==> config.mk <==
export PLATFORM = sky130hd
export DESIGN_NAME = mcr_config_regs
export DESIGN_NICKNAME = d
export VERILOG_FILES = /design/src/logic/mcr_config_regs.v
export VERILOG_INCLUDE_DIRS = /design/src /design/src/logic
export SDC_FILE = /design/constraint.sdc
export NUM_CORES = 1
export LEC_CHECK = 0
export BUFFER_PORTS_ARGS = -buffer_cell sky130_fd_sc_hd__buf_2
export CAP_MARGIN = 20
export CORE_MARGIN = 8
export CORE_UTILIZATION = 52
export DETAILED_ROUTE_END_ITERATION = 10
export PLACE_DENSITY_LB_ADDON = 0.3
export REMOVE_ABC_BUFFERS = 1
export SKIP_LAST_GASP = 1
export SYNTH_ARGS = -nofsm -noshare
export SYNTH_HDL_FRONTEND = slang
export SYNTH_SLANG_ARGS = --single-unit
export TNS_END_PERCENT = 1
==> constraint.sdc <==
create_clock -name pclk -period 6.8 [get_ports pclk]
set_input_delay 1.36 -clock pclk [delete_from_list [all_inputs] [get_ports pclk]]
set_output_delay 1.36 -clock pclk [all_outputs]
set_load 0.02 [all_outputs]
==> src/logic/mcr_consts.vh <==
// Operation
// - A 16-bit read-only maker code register; writes never change it.
// - Bit 12 of config A: 0 autonomous conversion, 1 direct-mode conversion; resets 0.
// - Config A bits 10-8, reset 011, give sense filter factor 1,2,4,8,16.
// - Sense update interval 0.2, 3.4, 6.6, 13, 25.6 ms per valid code.
// - Config A bits 6-4 give remote update 16,16,18,26,50,98 ms; others invalid.
// - Config A bit 0 set enables closed-loop current control; reset clear.
// - Config B bit 15 set drives the data valid pin, else high impedance.
// - Config B bit 14: 0 data-available output, 1 converter-ready output.
// - Channel alarm needs 1,4,8,...,256 consecutive bad samples; reset code 011.
// - Config B bit 7 set selects PNP mode for both remote sensors.
// - Config B bit 6 set, its reset, lets supply alarm force amplifier off.
// - Amplifier stays off until the supply alarm has been cleared by software.
// - With bit 6 clear the supply alarm leaves the amplifier pin alone.
// - Local temperature alarm needs 1,2,4,8 bad samples; bits 5-4, reset 10.
// - Reserved config bits reset to zero and are kept as written.
// - Remote alarm filters at bits 3-2 and 1-0, reset 10, need 1-8 samples.
`ifndef MCR_CONSTS_VH
`define MCR_CONSTS_VH

// Register indices; byte address is four times the index
`define MCR_IDX_MAKER 8'h0C
`define MCR_IDX_CFG_A 8'h10
`define MCR_IDX_CFG_B 8'h11
`define MCR_IDX_STATUS 8'h60
`define MCR_IDX_MASK 8'h61
`define MCR_IDX_CTRL 8'h62
`define MCR_IDX_STATE 8'h63

// Reset values
`define MCR_RST_CFG_A 16'h0300
`define MCR_RST_CFG_B 16'h036A

// Field positions, config A
`define MCR_A_CONVERSION_SELECT 12
`define MCR_A_CSF_HI 10
`define MCR_A_CSF_LO 8
`define MCR_A_RTS_HI 6
`define MCR_A_RTS_LO 4
`define MCR_A_LOOP 0

// Field positions, config B
`define MCR_B_DAV_EN 15
`define MCR_B_DAV_SEL 14
`define MCR_B_CHF_HI 10
`define MCR_B_CHF_LO 8
`define MCR_B_GND_COLL 7
`define MCR_B_CUTOFF 6

// Status bit of the negative supply alarm
`define MCR_ST_SUPPLY 4

// Timing: clock period and interval tick
`define MCR_CLK_NS 50
`define MCR_TICK_US 100
`define MCR_TICK_CYC ((`MCR_TICK_US * 1000) / `MCR_CLK_NS)

// Sense update intervals in microseconds, then in ticks
`define MCR_SNS_T0_US 200
`define MCR_SNS_T1_US 3400
`define MCR_SNS_T2_US 6600
`define MCR_SNS_T3_US 13000
`define MCR_SNS_T4_US 25600
`define MCR_US2TICK(t) ((t) / `MCR_TICK_US)

// Remote update intervals in milliseconds, then in ticks
`define MCR_RT_T0_MS 16
`define MCR_RT_T1_MS 16
`define MCR_RT_T2_MS 18
`define MCR_RT_T3_MS 26
`define MCR_RT_T4_MS 50
`define MCR_RT_T5_MS 98
`define MCR_MS2TICK(t) (((t) * 1000) / `MCR_TICK_US)

`endif

==> src/logic/mcr_config_regs.v <==
// The APB slave port was chosen for this implementation.
`timescale 1ns/1ps
`default_nettype none
`include "mcr_consts.vh"

module mcr_config_regs #(
	parameter [15:0] MAKER_CODE = 16'h5A3C, // Arbitrary value
	parameter TICK_CYC = `MCR_TICK_CYC
) (
	input wire pclk,
	input wire presetn,
	input wire psel,
	input wire penable,
	input wire pwrite,
	input wire [9:0] paddr,
	input wire [31:0] pwdata,
	input wire [3:0] pstrb,
	output reg [31:0] prdata,
	output reg pready,
	output reg pslverr,
	input wire [3:0] sample_valid,
	input wire [3:0] out_of_limit,
	input wire neg_supply_alarm,
	input wire data_available,
	input wire conv_ready,
	output reg irq,
	output wire conversion_select,
	output wire closed_loop_enable,
	output wire grounded_collector_select,
	output wire [2:0] remote_temp_averaging,
	output reg [4:0] sense_filter_k,
	output reg sense_update_tick,
	output reg remote_update_tick,
	output reg data_valid_pin_out,
	output reg data_valid_pin_oe,
	output reg amplifier_enable_pin
);

	reg [15:0] cfg_a;
	reg [15:0] cfg_b;
	reg [4:0] status;
	reg [4:0] mask;
	reg amp_on;
	reg forced_off;
	reg [31:0] rd_val;
	reg rd_hit;
	reg [4:0] next_status;
	reg next_forced_off;
	reg [15:0] pre_cnt;
	reg tick;
	reg [9:0] sns_cnt;
	reg [9:0] sns_lim;
	reg [9:0] rt_cnt;
	reg [9:0] rt_lim;
	reg [4:0] next_k;
	reg [31:0] sns_lim_w;
	reg [31:0] rt_lim_w;
	wire [31:0] tick_full;
	wire [7:0] idx;
	wire setup;
	wire access;
	wire wr;
	wire rd;
	wire [15:0] wmask;
	wire [4:0] rd_clr;
	wire [4:0] evt;
	wire [15:0] tick_last;

	assign idx = paddr[9:2];
	assign setup = psel & ~penable;
	assign access = psel & penable & pready;
	assign wr = access & pwrite & ~pslverr;
	assign rd = access & ~pwrite;
	assign wmask = {{8{pstrb[1]}}, {8{pstrb[0]}}};
	// Parameter arithmetic is 32 bits wide; the prescaler needs only 16
	assign tick_full = TICK_CYC - 1;
	assign tick_last = tick_full[15:0];

	// Configuration bits straight from their flip-flops
	assign conversion_select = cfg_a[`MCR_A_CONVERSION_SELECT];
	assign closed_loop_enable = cfg_a[`MCR_A_LOOP];
	assign grounded_collector_select = cfg_b[`MCR_B_GND_COLL];
	assign remote_temp_averaging = cfg_a[`MCR_A_RTS_HI:`MCR_A_RTS_LO];

	// Read multiplexer; unmapped indices raise an error
	always @* begin
		rd_val = 32'h00000000;
		rd_hit = 1'b1;
		case (idx)
			`MCR_IDX_MAKER: begin
				rd_val = {16'h0000, MAKER_CODE};
			end
			`MCR_IDX_CFG_A: begin
				rd_val = {16'h0000, cfg_a};
			end
			`MCR_IDX_CFG_B: begin
				rd_val = {16'h0000, cfg_b};
			end
			`MCR_IDX_STATUS: begin
				rd_val = {27'h0000000, status};
			end
			`MCR_IDX_MASK: begin
				rd_val = {27'h0000000, mask};
			end
			`MCR_IDX_CTRL: begin
				rd_val = {31'h00000000, amp_on};
			end
			`MCR_IDX_STATE: begin
				rd_val = {24'h000000, data_valid_pin_oe, amplifier_enable_pin,
					forced_off, sense_filter_k};
			end
			default: begin
				rd_hit = 1'b0;
			end
		endcase
	end

	// Bus answer: data and error are caught in setup, ready in access
	always @(posedge pclk or negedge presetn) begin
		if (!presetn) begin
			prdata <= 32'h00000000;
			pready <= 1'b0;
			pslverr <= 1'b0;
		end else begin
			pready <= setup;
			pslverr <= setup & ~rd_hit;
			if (setup) begin
				prdata <= pwrite ? 32'h00000000 : rd_val;
			end
		end
	end

	// Writable registers; reserved bits are stored as written
	always @(posedge pclk or negedge presetn) begin
		if (!presetn) begin
			cfg_a <= `MCR_RST_CFG_A;
			cfg_b <= `MCR_RST_CFG_B;
			mask <= 5'h00;
			amp_on <= 1'b0;
		end else if (wr) begin
			case (idx)
				`MCR_IDX_CFG_A: begin
					cfg_a <= (cfg_a & ~wmask) | (pwdata[15:0] & wmask);
				end
				`MCR_IDX_CFG_B: begin
					cfg_b <= (cfg_b & ~wmask) | (pwdata[15:0] & wmask);
				end
				`MCR_IDX_MASK: begin
					if (pstrb[0]) begin
						mask <= pwdata[4:0];
					end
				end
				`MCR_IDX_CTRL: begin
					if (pstrb[0]) begin
						amp_on <= pwdata[0];
					end
				end
				default: begin
					cfg_a <= cfg_a; // Maker code and status ignore writes
				end
			endcase
		end
	end

	// Consecutive-sample alarm filters: 0 channel, 1 local, 2 remote 2, 3 remote 1
	genvar g;
	generate
		for (g = 0; g < 4; g = g + 1) begin : flt
			wire [8:0] need;
			wire [8:0] run_inc;
			reg [8:0] run;
			if (g == 0) begin : chn
				wire [2:0] code;
				assign code = cfg_b[`MCR_B_CHF_HI:`MCR_B_CHF_LO];
				assign need = (code == 3'h0) ? 9'h001 : (9'h002 << code);
			end else begin : tmp
				wire [1:0] code;
				assign code = cfg_b[7 - 2 * g:6 - 2 * g];
				assign need = 9'h001 << code;
			end
			assign run_inc = run + 9'h001;
			assign evt[g] = sample_valid[g] & out_of_limit[g] & (run_inc >= need);
			// Saturate at the target so a long fault cannot wrap the count
			always @(posedge pclk or negedge presetn) begin
				if (!presetn) begin
					run <= 9'h000;
				end else if (sample_valid[g]) begin
					if (!out_of_limit[g]) begin
						run <= 9'h000;
					end else if (run_inc >= need) begin
						run <= need;
					end else begin
						run <= run_inc;
					end
				end
			end
		end
	endgenerate

	// Supply alarm is a level: while it persists a read cannot clear it
	assign evt[`MCR_ST_SUPPLY] = neg_supply_alarm;

	// Read clears only bits the master actually saw; a new set wins
	assign rd_clr = (rd && idx == `MCR_IDX_STATUS) ? prdata[4:0] : 5'h00;

	always @* begin
		next_status = (status & ~rd_clr) | evt;
		next_forced_off = forced_off;
		if (evt[`MCR_ST_SUPPLY] && cfg_b[`MCR_B_CUTOFF]) begin
			next_forced_off = 1'b1;
		end else if (!next_status[`MCR_ST_SUPPLY]) begin
			next_forced_off = 1'b0;
		end
	end

	// Sticky status, interrupt and amplifier cutoff
	always @(posedge pclk or negedge presetn) begin
		if (!presetn) begin
			status <= 5'h00;
			forced_off <= 1'b0;
			irq <= 1'b0;
			amplifier_enable_pin <= 1'b0;
		end else begin
			status <= next_status;
			forced_off <= next_forced_off;
			irq <= |(next_status & mask);
			amplifier_enable_pin <= amp_on & ~next_forced_off;
		end
	end

	// Shared pin: tri-stated unless enabled, role picks the source
	always @(posedge pclk or negedge presetn) begin
		if (!presetn) begin
			data_valid_pin_oe <= 1'b0;
			data_valid_pin_out <= 1'b0;
		end else begin
			data_valid_pin_oe <= cfg_b[`MCR_B_DAV_EN];
			data_valid_pin_out <= cfg_b[`MCR_B_DAV_SEL] ? conv_ready : data_available;
		end
	end

	// Filter factor and interval limits; invalid codes stop the ticks
	always @* begin
		case (cfg_a[`MCR_A_CSF_HI:`MCR_A_CSF_LO])
			3'h0: begin
				next_k = 5'h01;
				sns_lim_w = `MCR_US2TICK(`MCR_SNS_T0_US);
			end
			3'h1: begin
				next_k = 5'h02;
				sns_lim_w = `MCR_US2TICK(`MCR_SNS_T1_US);
			end
			3'h2: begin
				next_k = 5'h04;
				sns_lim_w = `MCR_US2TICK(`MCR_SNS_T2_US);
			end
			3'h3: begin
				next_k = 5'h08;
				sns_lim_w = `MCR_US2TICK(`MCR_SNS_T3_US);
			end
			3'h4: begin
				next_k = 5'h10;
				sns_lim_w = `MCR_US2TICK(`MCR_SNS_T4_US);
			end
			default: begin
				next_k = 5'h00;
				sns_lim_w = 32'h00000000;
			end
		endcase
		case (cfg_a[`MCR_A_RTS_HI:`MCR_A_RTS_LO])
			3'h0: rt_lim_w = `MCR_MS2TICK(`MCR_RT_T0_MS);
			3'h1: rt_lim_w = `MCR_MS2TICK(`MCR_RT_T1_MS);
			3'h2: rt_lim_w = `MCR_MS2TICK(`MCR_RT_T2_MS);
			3'h3: rt_lim_w = `MCR_MS2TICK(`MCR_RT_T3_MS);
			3'h4: rt_lim_w = `MCR_MS2TICK(`MCR_RT_T4_MS);
			3'h5: rt_lim_w = `MCR_MS2TICK(`MCR_RT_T5_MS);
			default: rt_lim_w = 32'h00000000;
		endcase
		// Longest interval is 980 ticks, so ten bits are enough
		sns_lim = sns_lim_w[9:0];
		rt_lim = rt_lim_w[9:0];
	end

	// Base tick prescaler keeps interval counters narrow
	always @(posedge pclk or negedge presetn) begin
		if (!presetn) begin
			pre_cnt <= 16'h0000;
			tick <= 1'b0;
		end else if (pre_cnt >= tick_last) begin
			pre_cnt <= 16'h0000;
			tick <= 1'b1;
		end else begin
			pre_cnt <= pre_cnt + 16'h0001;
			tick <= 1'b0;
		end
	end

	// Update interval counters; a changed code applies at once to the running count
	always @(posedge pclk or negedge presetn) begin
		if (!presetn) begin
			sns_cnt <= 10'h000;
			rt_cnt <= 10'h000;
			sense_update_tick <= 1'b0;
			remote_update_tick <= 1'b0;
			sense_filter_k <= 5'h08;
		end else begin
			sense_filter_k <= next_k;
			sense_update_tick <= 1'b0;
			remote_update_tick <= 1'b0;
			if (tick && sns_lim != 10'h000) begin
				if (sns_cnt + 10'h001 >= sns_lim) begin
					sns_cnt <= 10'h000;
					sense_update_tick <= 1'b1;
				end else begin
					sns_cnt <= sns_cnt + 10'h001;
				end
			end
			if (tick && rt_lim != 10'h000) begin
				if (rt_cnt + 10'h001 >= rt_lim) begin
					rt_cnt <= 10'h000;
					remote_update_tick <= 1'b1;
				end else begin
					rt_cnt <= rt_cnt + 10'h001;
				end
			end
		end
	end

endmodule

`default_nettype wire

==> out/qor.yml, run 1 <==
path_cells: "buf_2 -> nor3_1 -> nand3_1 -> nor3_2 -> and3_1 -> mux2_2"
ys_top_cells_by_area: "dfrtp_1 (42%), ha_1 (6.2%), mux2_2 (6.1%), nand2_1 (3.9%), dfstp_2 (2.9%)"
min_path_type: "reg2reg"
finalInstanceArea_um2: 9255
finalCriticalPeriod_ps: 3385
holdBufCountCts: 0
synthArstFlopShare_pct: 100.0
cp-start-kind: "input pin"
max_freq_mhz: 295.4
clk_latency_ps: 430
synthFlopType: "dfrtp_1"
dr.max_layer_used: "met5"
tightest_slew_ps: 958.8
drt-initial-drc-count: 393
overflow: 0
yosysSeqAreaShare_pct: 45.04
yosys.area_share.simple_pct: 18.73
dpl.hpwl_um: 13390
wl_per_cell_um: 16.56
max_stage_delay_ps: 650
ys_ff_latch: 146
met3WireLength_um: 1305
synth_top_family_by_area: "simple AND/OR/NAND/NOR gates"
critPathSlowestCell: "nor3_2"
grt_util_all_layers_pct: 18.98
fin_crit_sh_pct: 49.78
layout-drive-gt1-share_pct: 19.89
die_h_um: 141.1
postCtsSetupRepairBufs: 0
finalClockSkew_ps: 10.44
htree_levels: 4
maxCapViolCount: 0
post-synth-top-area-fraction_pct: 42.13
postSynthCellCount: 817
ant_nets: 0
outcome: "completed"
rsz0062_at_grt: "no"
wl_um: 18530
cts_tree: "done"
yosysWarningCount: 0
nNetsFinal: 994
synth.distinct_cells: 68
max-vdd-ir-drop_v: 0.0002359
fillers: 1298
ioPinCount: 113
via_per_inst: 5.595
die_area_um2: 19910
synthAdderAreaFrac_pct: 6.151
p_per_area_nw_per_um2: 258.8
synth-edff-count: 0
worstPathArrival_ps: 3700
dp.cells: 1084
cts_root_buffer: "clkbuf_16"
start_util_pct: 53.33
cts_sinks: 146
muxShareOfSynthArea_pct: 7.596
relSlewSlack_pct: 35.59
drt-met1-wl_um: 8620
fin_util_pct: 60.66
cts_made_buffers: 17
clkTransAtPathRegs_ps: 60
portBuffers: 76
dieWidth_um: 141.1
crit_buf_inv: 1
avgSynthCellArea_um2: 9.959
cts-resized-gates: 0
wl_met2_um: 8305
vias: 6261
final_hold_viol_count: 0
required_ps: 7110
coreArea_um2: 15260
synth_compound_area_share_pct: 14.09
setup_viol: 0
grt_pass1_vias: 5949
antenna_found_initial: 3
drt_first_pass_iters: 5
synth_xor_area_share_pct: 3.660
clockBufferDepth: 2
place_congestion: 0.8267
synth_most_common_cell: "dfrtp_1"
p_leak_nw: 4.423
critPathKind: "in2reg"
drv_slew: 0
placed_area_um2: 8650
drcViolationCount: 0
crit_fanout: 10
endpoint_kind: "register"
synth_largest_area_cell: "dfrtp_1"
layout.cells.non_filler: 1119
grt_pass1_wl_um: 30150
area_delta_synth_final_pct: 13.75
synthTopCellsByCount: "dfrtp_1 (137), nand2_1 (85), nor2_1 (46)"
grt_max_degree: 80
rows: 45
crit_family: "simple AND/OR/NAND/NOR gates"
tns_ps: 0
synth_area_um2: 8137
report_power, final:
group          switching, mW  leakage [nW]  internal [mW]
clock network          0.383         0.294          0.557
registers             0.0635          1.92          0.917
logic                  0.267          2.21          0.208
worst paths after layout:
| path | from | to | slack [ps] | depth (start not counted) |
|---|---|---|---|---|
| hold reg to reg | register | data_valid_pin_oe | 410 | 0 |
| setup reg to reg | rt_cnt[0] | rt_cnt[6] | 3520 | 11 |
| max in group asynchronous | presetn | prdata[6] | 4530 | 2 |
| min in group asynchronous | presetn | flt[3].run[4] | 950 | 1 |
| setup / recovery | paddr[7] | register | 3410 | 6 |
| hold / removal | register | data_valid_pin_oe | 410 | 0 |
cell type report:
class                           instances  area (um^2)  area share, %
Tap cell                              211        264.0          2.853
Antenna cell                            3        7.507        0.08111
Timing Repair Buffer                   79        409.1          4.421
Clock inverter                         13        155.1          1.676
Multi-Input combinational cell        609         4165          45.00
Inverter                               39        146.4          1.582
Clock buffer                           19        442.9          4.786
Sequential cell                       146         3665          39.60
logic make-up after synthesis:
family,count (synthesis)
AOI/OAI and AO/OA,160
xor gates and xnor gates,34
adders and majority gates,40
buffers and inverters,82
DFF,146
muxes,55
other,1
and+or+nand+nor,299
routing by layer:
metal	vias to the layer above	global-route usage, %
met5	-	0
met4	2	5.769
met3	25	6.178
met2	173	29.20
met1	2989	24.95
li1	3072	-
stage by stage:
step / setup slack, ps / hold WS [ps] / power [mW]
after floorplan: 3817 / 370.0 / 1.340
after global placement: 3036 / 383.0 / 1.460
after global routing: 3306 / 433.1 / 2.526
final: 3415 / 409.6 / 2.395
after CTS: 3425 / 408.2 / 2.413
after detailed placement: 3000 / 394.4 / 1.468
placed cells by master (no fill, tap or decap), drive strengths merged, types with 16 or more instances in the layout:
master,Yosys,layout
conb,1,21
clkbuf,20,19
o21ai,31,31
nand2b,17,17
inv,39,42
nor2b,23,23
buf,23,79
nor2,46,46
xnor2,16,16
dfrtp,137,137
xor2,18,18
a21oi,20,20
ha,40,40
nand2,85,85
nor3,21,21
nand3,43,43
mux2,44,44
(Power assumes the default switching activity.)
==> inputs of run 2 (changes only) <==
Clock period 6.8 ns to 2.8 ns, I/O delays scaled along.
==> out/qor.yml, run 2 (same netlist as run 1, synthesis figures left out) <==
whs_ps: 86.46  # -323.2 ps
vias: 6524  # +4.2%
clockBufferDepth: 2  # unchanged
ant_nets: 0  # unchanged
power_frac_comb_pct: 23.6  # +3.8 points
coreArea_um2: 15260  # unchanged
clkTransAtPathRegs_ps: 60  # about the same
grt_pass1_wl_um: 32830  # +8.9%
place_congestion: 0.8647  # +4.6%
dp.cells: 1127  # +4.0%
ff2ff_path_depth: 10  # -1
crit_family: "compound AO/OA/AOI/OAI gates"
drt-initial-drc-count: 411  # +4.6%
critPathKind: "reg2reg"
max-vdd-ir-drop_v: 0.0005004  # +110%
finalClockSkew_ps: 10.37  # -0.06980 ps
drcViolationCount: 0  # unchanged
clk_latency_ps: 430  # about the same
final_common_cell: "dfrtp_1"
fin_total_pwr_mw: 5.931  # +150%
drt_first_pass_iters: 4  # -1
timing.rr.start: "flt[1].run[1]"
antenna_found_initial: 3  # unchanged
crit_fanout: 8  # -2
fin_util_pct: 63.34  # +2.7 points
nNetsFinal: 1040  # +4.6%
holdBufCountCts: 0  # unchanged
min_path_type: "in2async"
wl_um: 19830  # +7.0%
via_per_inst: 5.610  # +0.26%
rsz0062_at_grt: "yes"
htree_levels: 4  # unchanged
cts_tree: "done"
area_delta_synth_final_pct: 18.78
max_freq_mhz: 375.5
internal-power_mw: 4.123  # +150%
critPathSlowestCell: "dfrtp_1"
required_ps: 3110  # -4000 ps
cp-start-kind: "register"
clkPwrFrac_pct: 36.6  # -2.7 points
max_stage_delay_ps: 410  # -240 ps
portBuffers: 76  # unchanged
placed_area_um2: 8997  # +4.0%
final_cell_mix: "dfrtp_1 (136), nand2_1 (85), buf_2 (75), buf_4 (45), mux2_2 (44)"
dpl.hpwl_um: 14310  # +6.9%
grt_max_degree: 54  # -33%
setup_viol: 0  # unchanged
wl_per_cell_um: 17.05  # +2.9%
path_cells: "ha_1 -> xor2_1 -> ha_1 -> and4_1 -> o31ai_1 -> a211oi_1 -> a211oi_4 -> buf_6 -> a31o_2 -> a32o_1"
r2r_end: "flt[1].run[2]"
grt_util_all_layers_pct: 20.45  # +1.5 points
layout-drive-gt1-share_pct: 25.45  # +5.6 points
p_per_area_nw_per_um2: 613.7  # +140%
finalCriticalPeriod_ps: 2663
grt_pass1_vias: 6654  # +12%
pwr-share-seq_pct: 39.7  # -1.2 points
swShare_pct: 30.48  # +0.70 points
rrSetupSlack_ps: 140  # -3380 ps
final_hold_viol_count: 0  # unchanged
fin_crit_sh_pct: 95.11
cts_root_buffer: "clkbuf_16"
maxCapViolCount: 0  # unchanged
die_area_um2: 19910  # unchanged
ioPinCount: 113  # unchanged
place_ws_ps: -33.08  # -3033 ps
relSlewSlack_pct: 45.90  # +10 points
p_leak_nw: 4.635  # +4.8%
outcome: "completed"
overflow: 0  # unchanged
cts_made_buffers: 17  # unchanged
drv_slew: 0  # unchanged
dieWidth_um: 141.1  # unchanged
switching_power_mw: 1.807  # +150%
die_h_um: 141.1  # unchanged
start_util_pct: 53.33  # unchanged
finalInstanceArea_um2: 9664  # +4.4%
crit_buf_inv: 1  # unchanged
endpoint_kind: "register"
layout_setup_ws_ps: 137.0  # -3278 ps
fillers: 1237  # -4.7%
rows: 45  # unchanged
worstPathArrival_ps: 2970  # -730 ps
cts_sinks: 146  # unchanged
layout.cells.non_filler: 1163  # +3.9%
tightest_slew_ps: 803.1  # -155.7 ps
tns_ps: 0  # unchanged
cpMostUsedCell: "ha_1"
==> run 2: how the worst max path moves through the flow <==
stage / slack, ps / to / cells past startpoint / startpoint
finish: 140 / flt[1].run[2] / 10 / flt[1].run[1]
floorplan: 70 / rt_cnt[6] / 11 / rt_cnt[0]
detailed placement: -30 / flt[0].run[0] / 12 / flt[0].run[0]
global placement: 70 / flt[0].run[0] / 12 / flt[0].run[0]
CTS: 30 / flt[0].run[2] / 14 / flt[0].run[0]
global route: -30 / rt_cnt[3] / 12 / rt_cnt[1]
==> run 2: power groups by stage <==
| stage | clock (mW) | combinational [mW] | sequential (mW) |
|---|---|---|---|
| global placement | 0 | 1.31 | 2.39 |
| CTS | 2.21 | 1.37 | 2.35 |
| floorplan | 0 | 0.869 | 2.38 |
| global route | 2.29 | 1.57 | 2.38 |
| detailed placement | 0 | 1.35 | 2.39 |
| finish | 2.17 | 1.40 | 2.36 |
==> run 2: worst reg2reg max path: cells and delay by family, from the launching register on <==
family          cells  cell delay [ps]
buf+inv             1              150
simple gates        1              240
compound gates      5             1000
flops               1              410
xor+xnor            1              170
fa+ha+maj           2              580
==> run 2: per-layer routing <==
metal  routed length (um)  track usage (%)
met4                  362            7.296
met3                 1313            5.908
met1                 8967            26.02
met2                 9160            32.58
met5                   23                0
==> run 2: cell type report <==
type                    count  area, um^2  area share (%)
inverters                  39       146.4           1.515
clock buffers              19       432.9           4.480
well taps                 211       264.0           2.732
diodes                      1       2.502         0.02589
flip-flops and latches    146        3666           37.93
repair buffers            124       775.7           8.027
clock inverters            13       127.6           1.321
multi-input cells         610        4249           43.97
==> run 2: repair_timing <==
| action | in CTS | in global routing |
|---|---|---|
| pin swaps | 0 | 6 |
| setup endpoints to repair | 1 | 29 |
| endpoints found under the hold margin | 0 | 0 |
| gates resized for setup | 2 | 19 |
| gates cloned | 0 | 1 |
| buffers inserted | 0 | 2 |
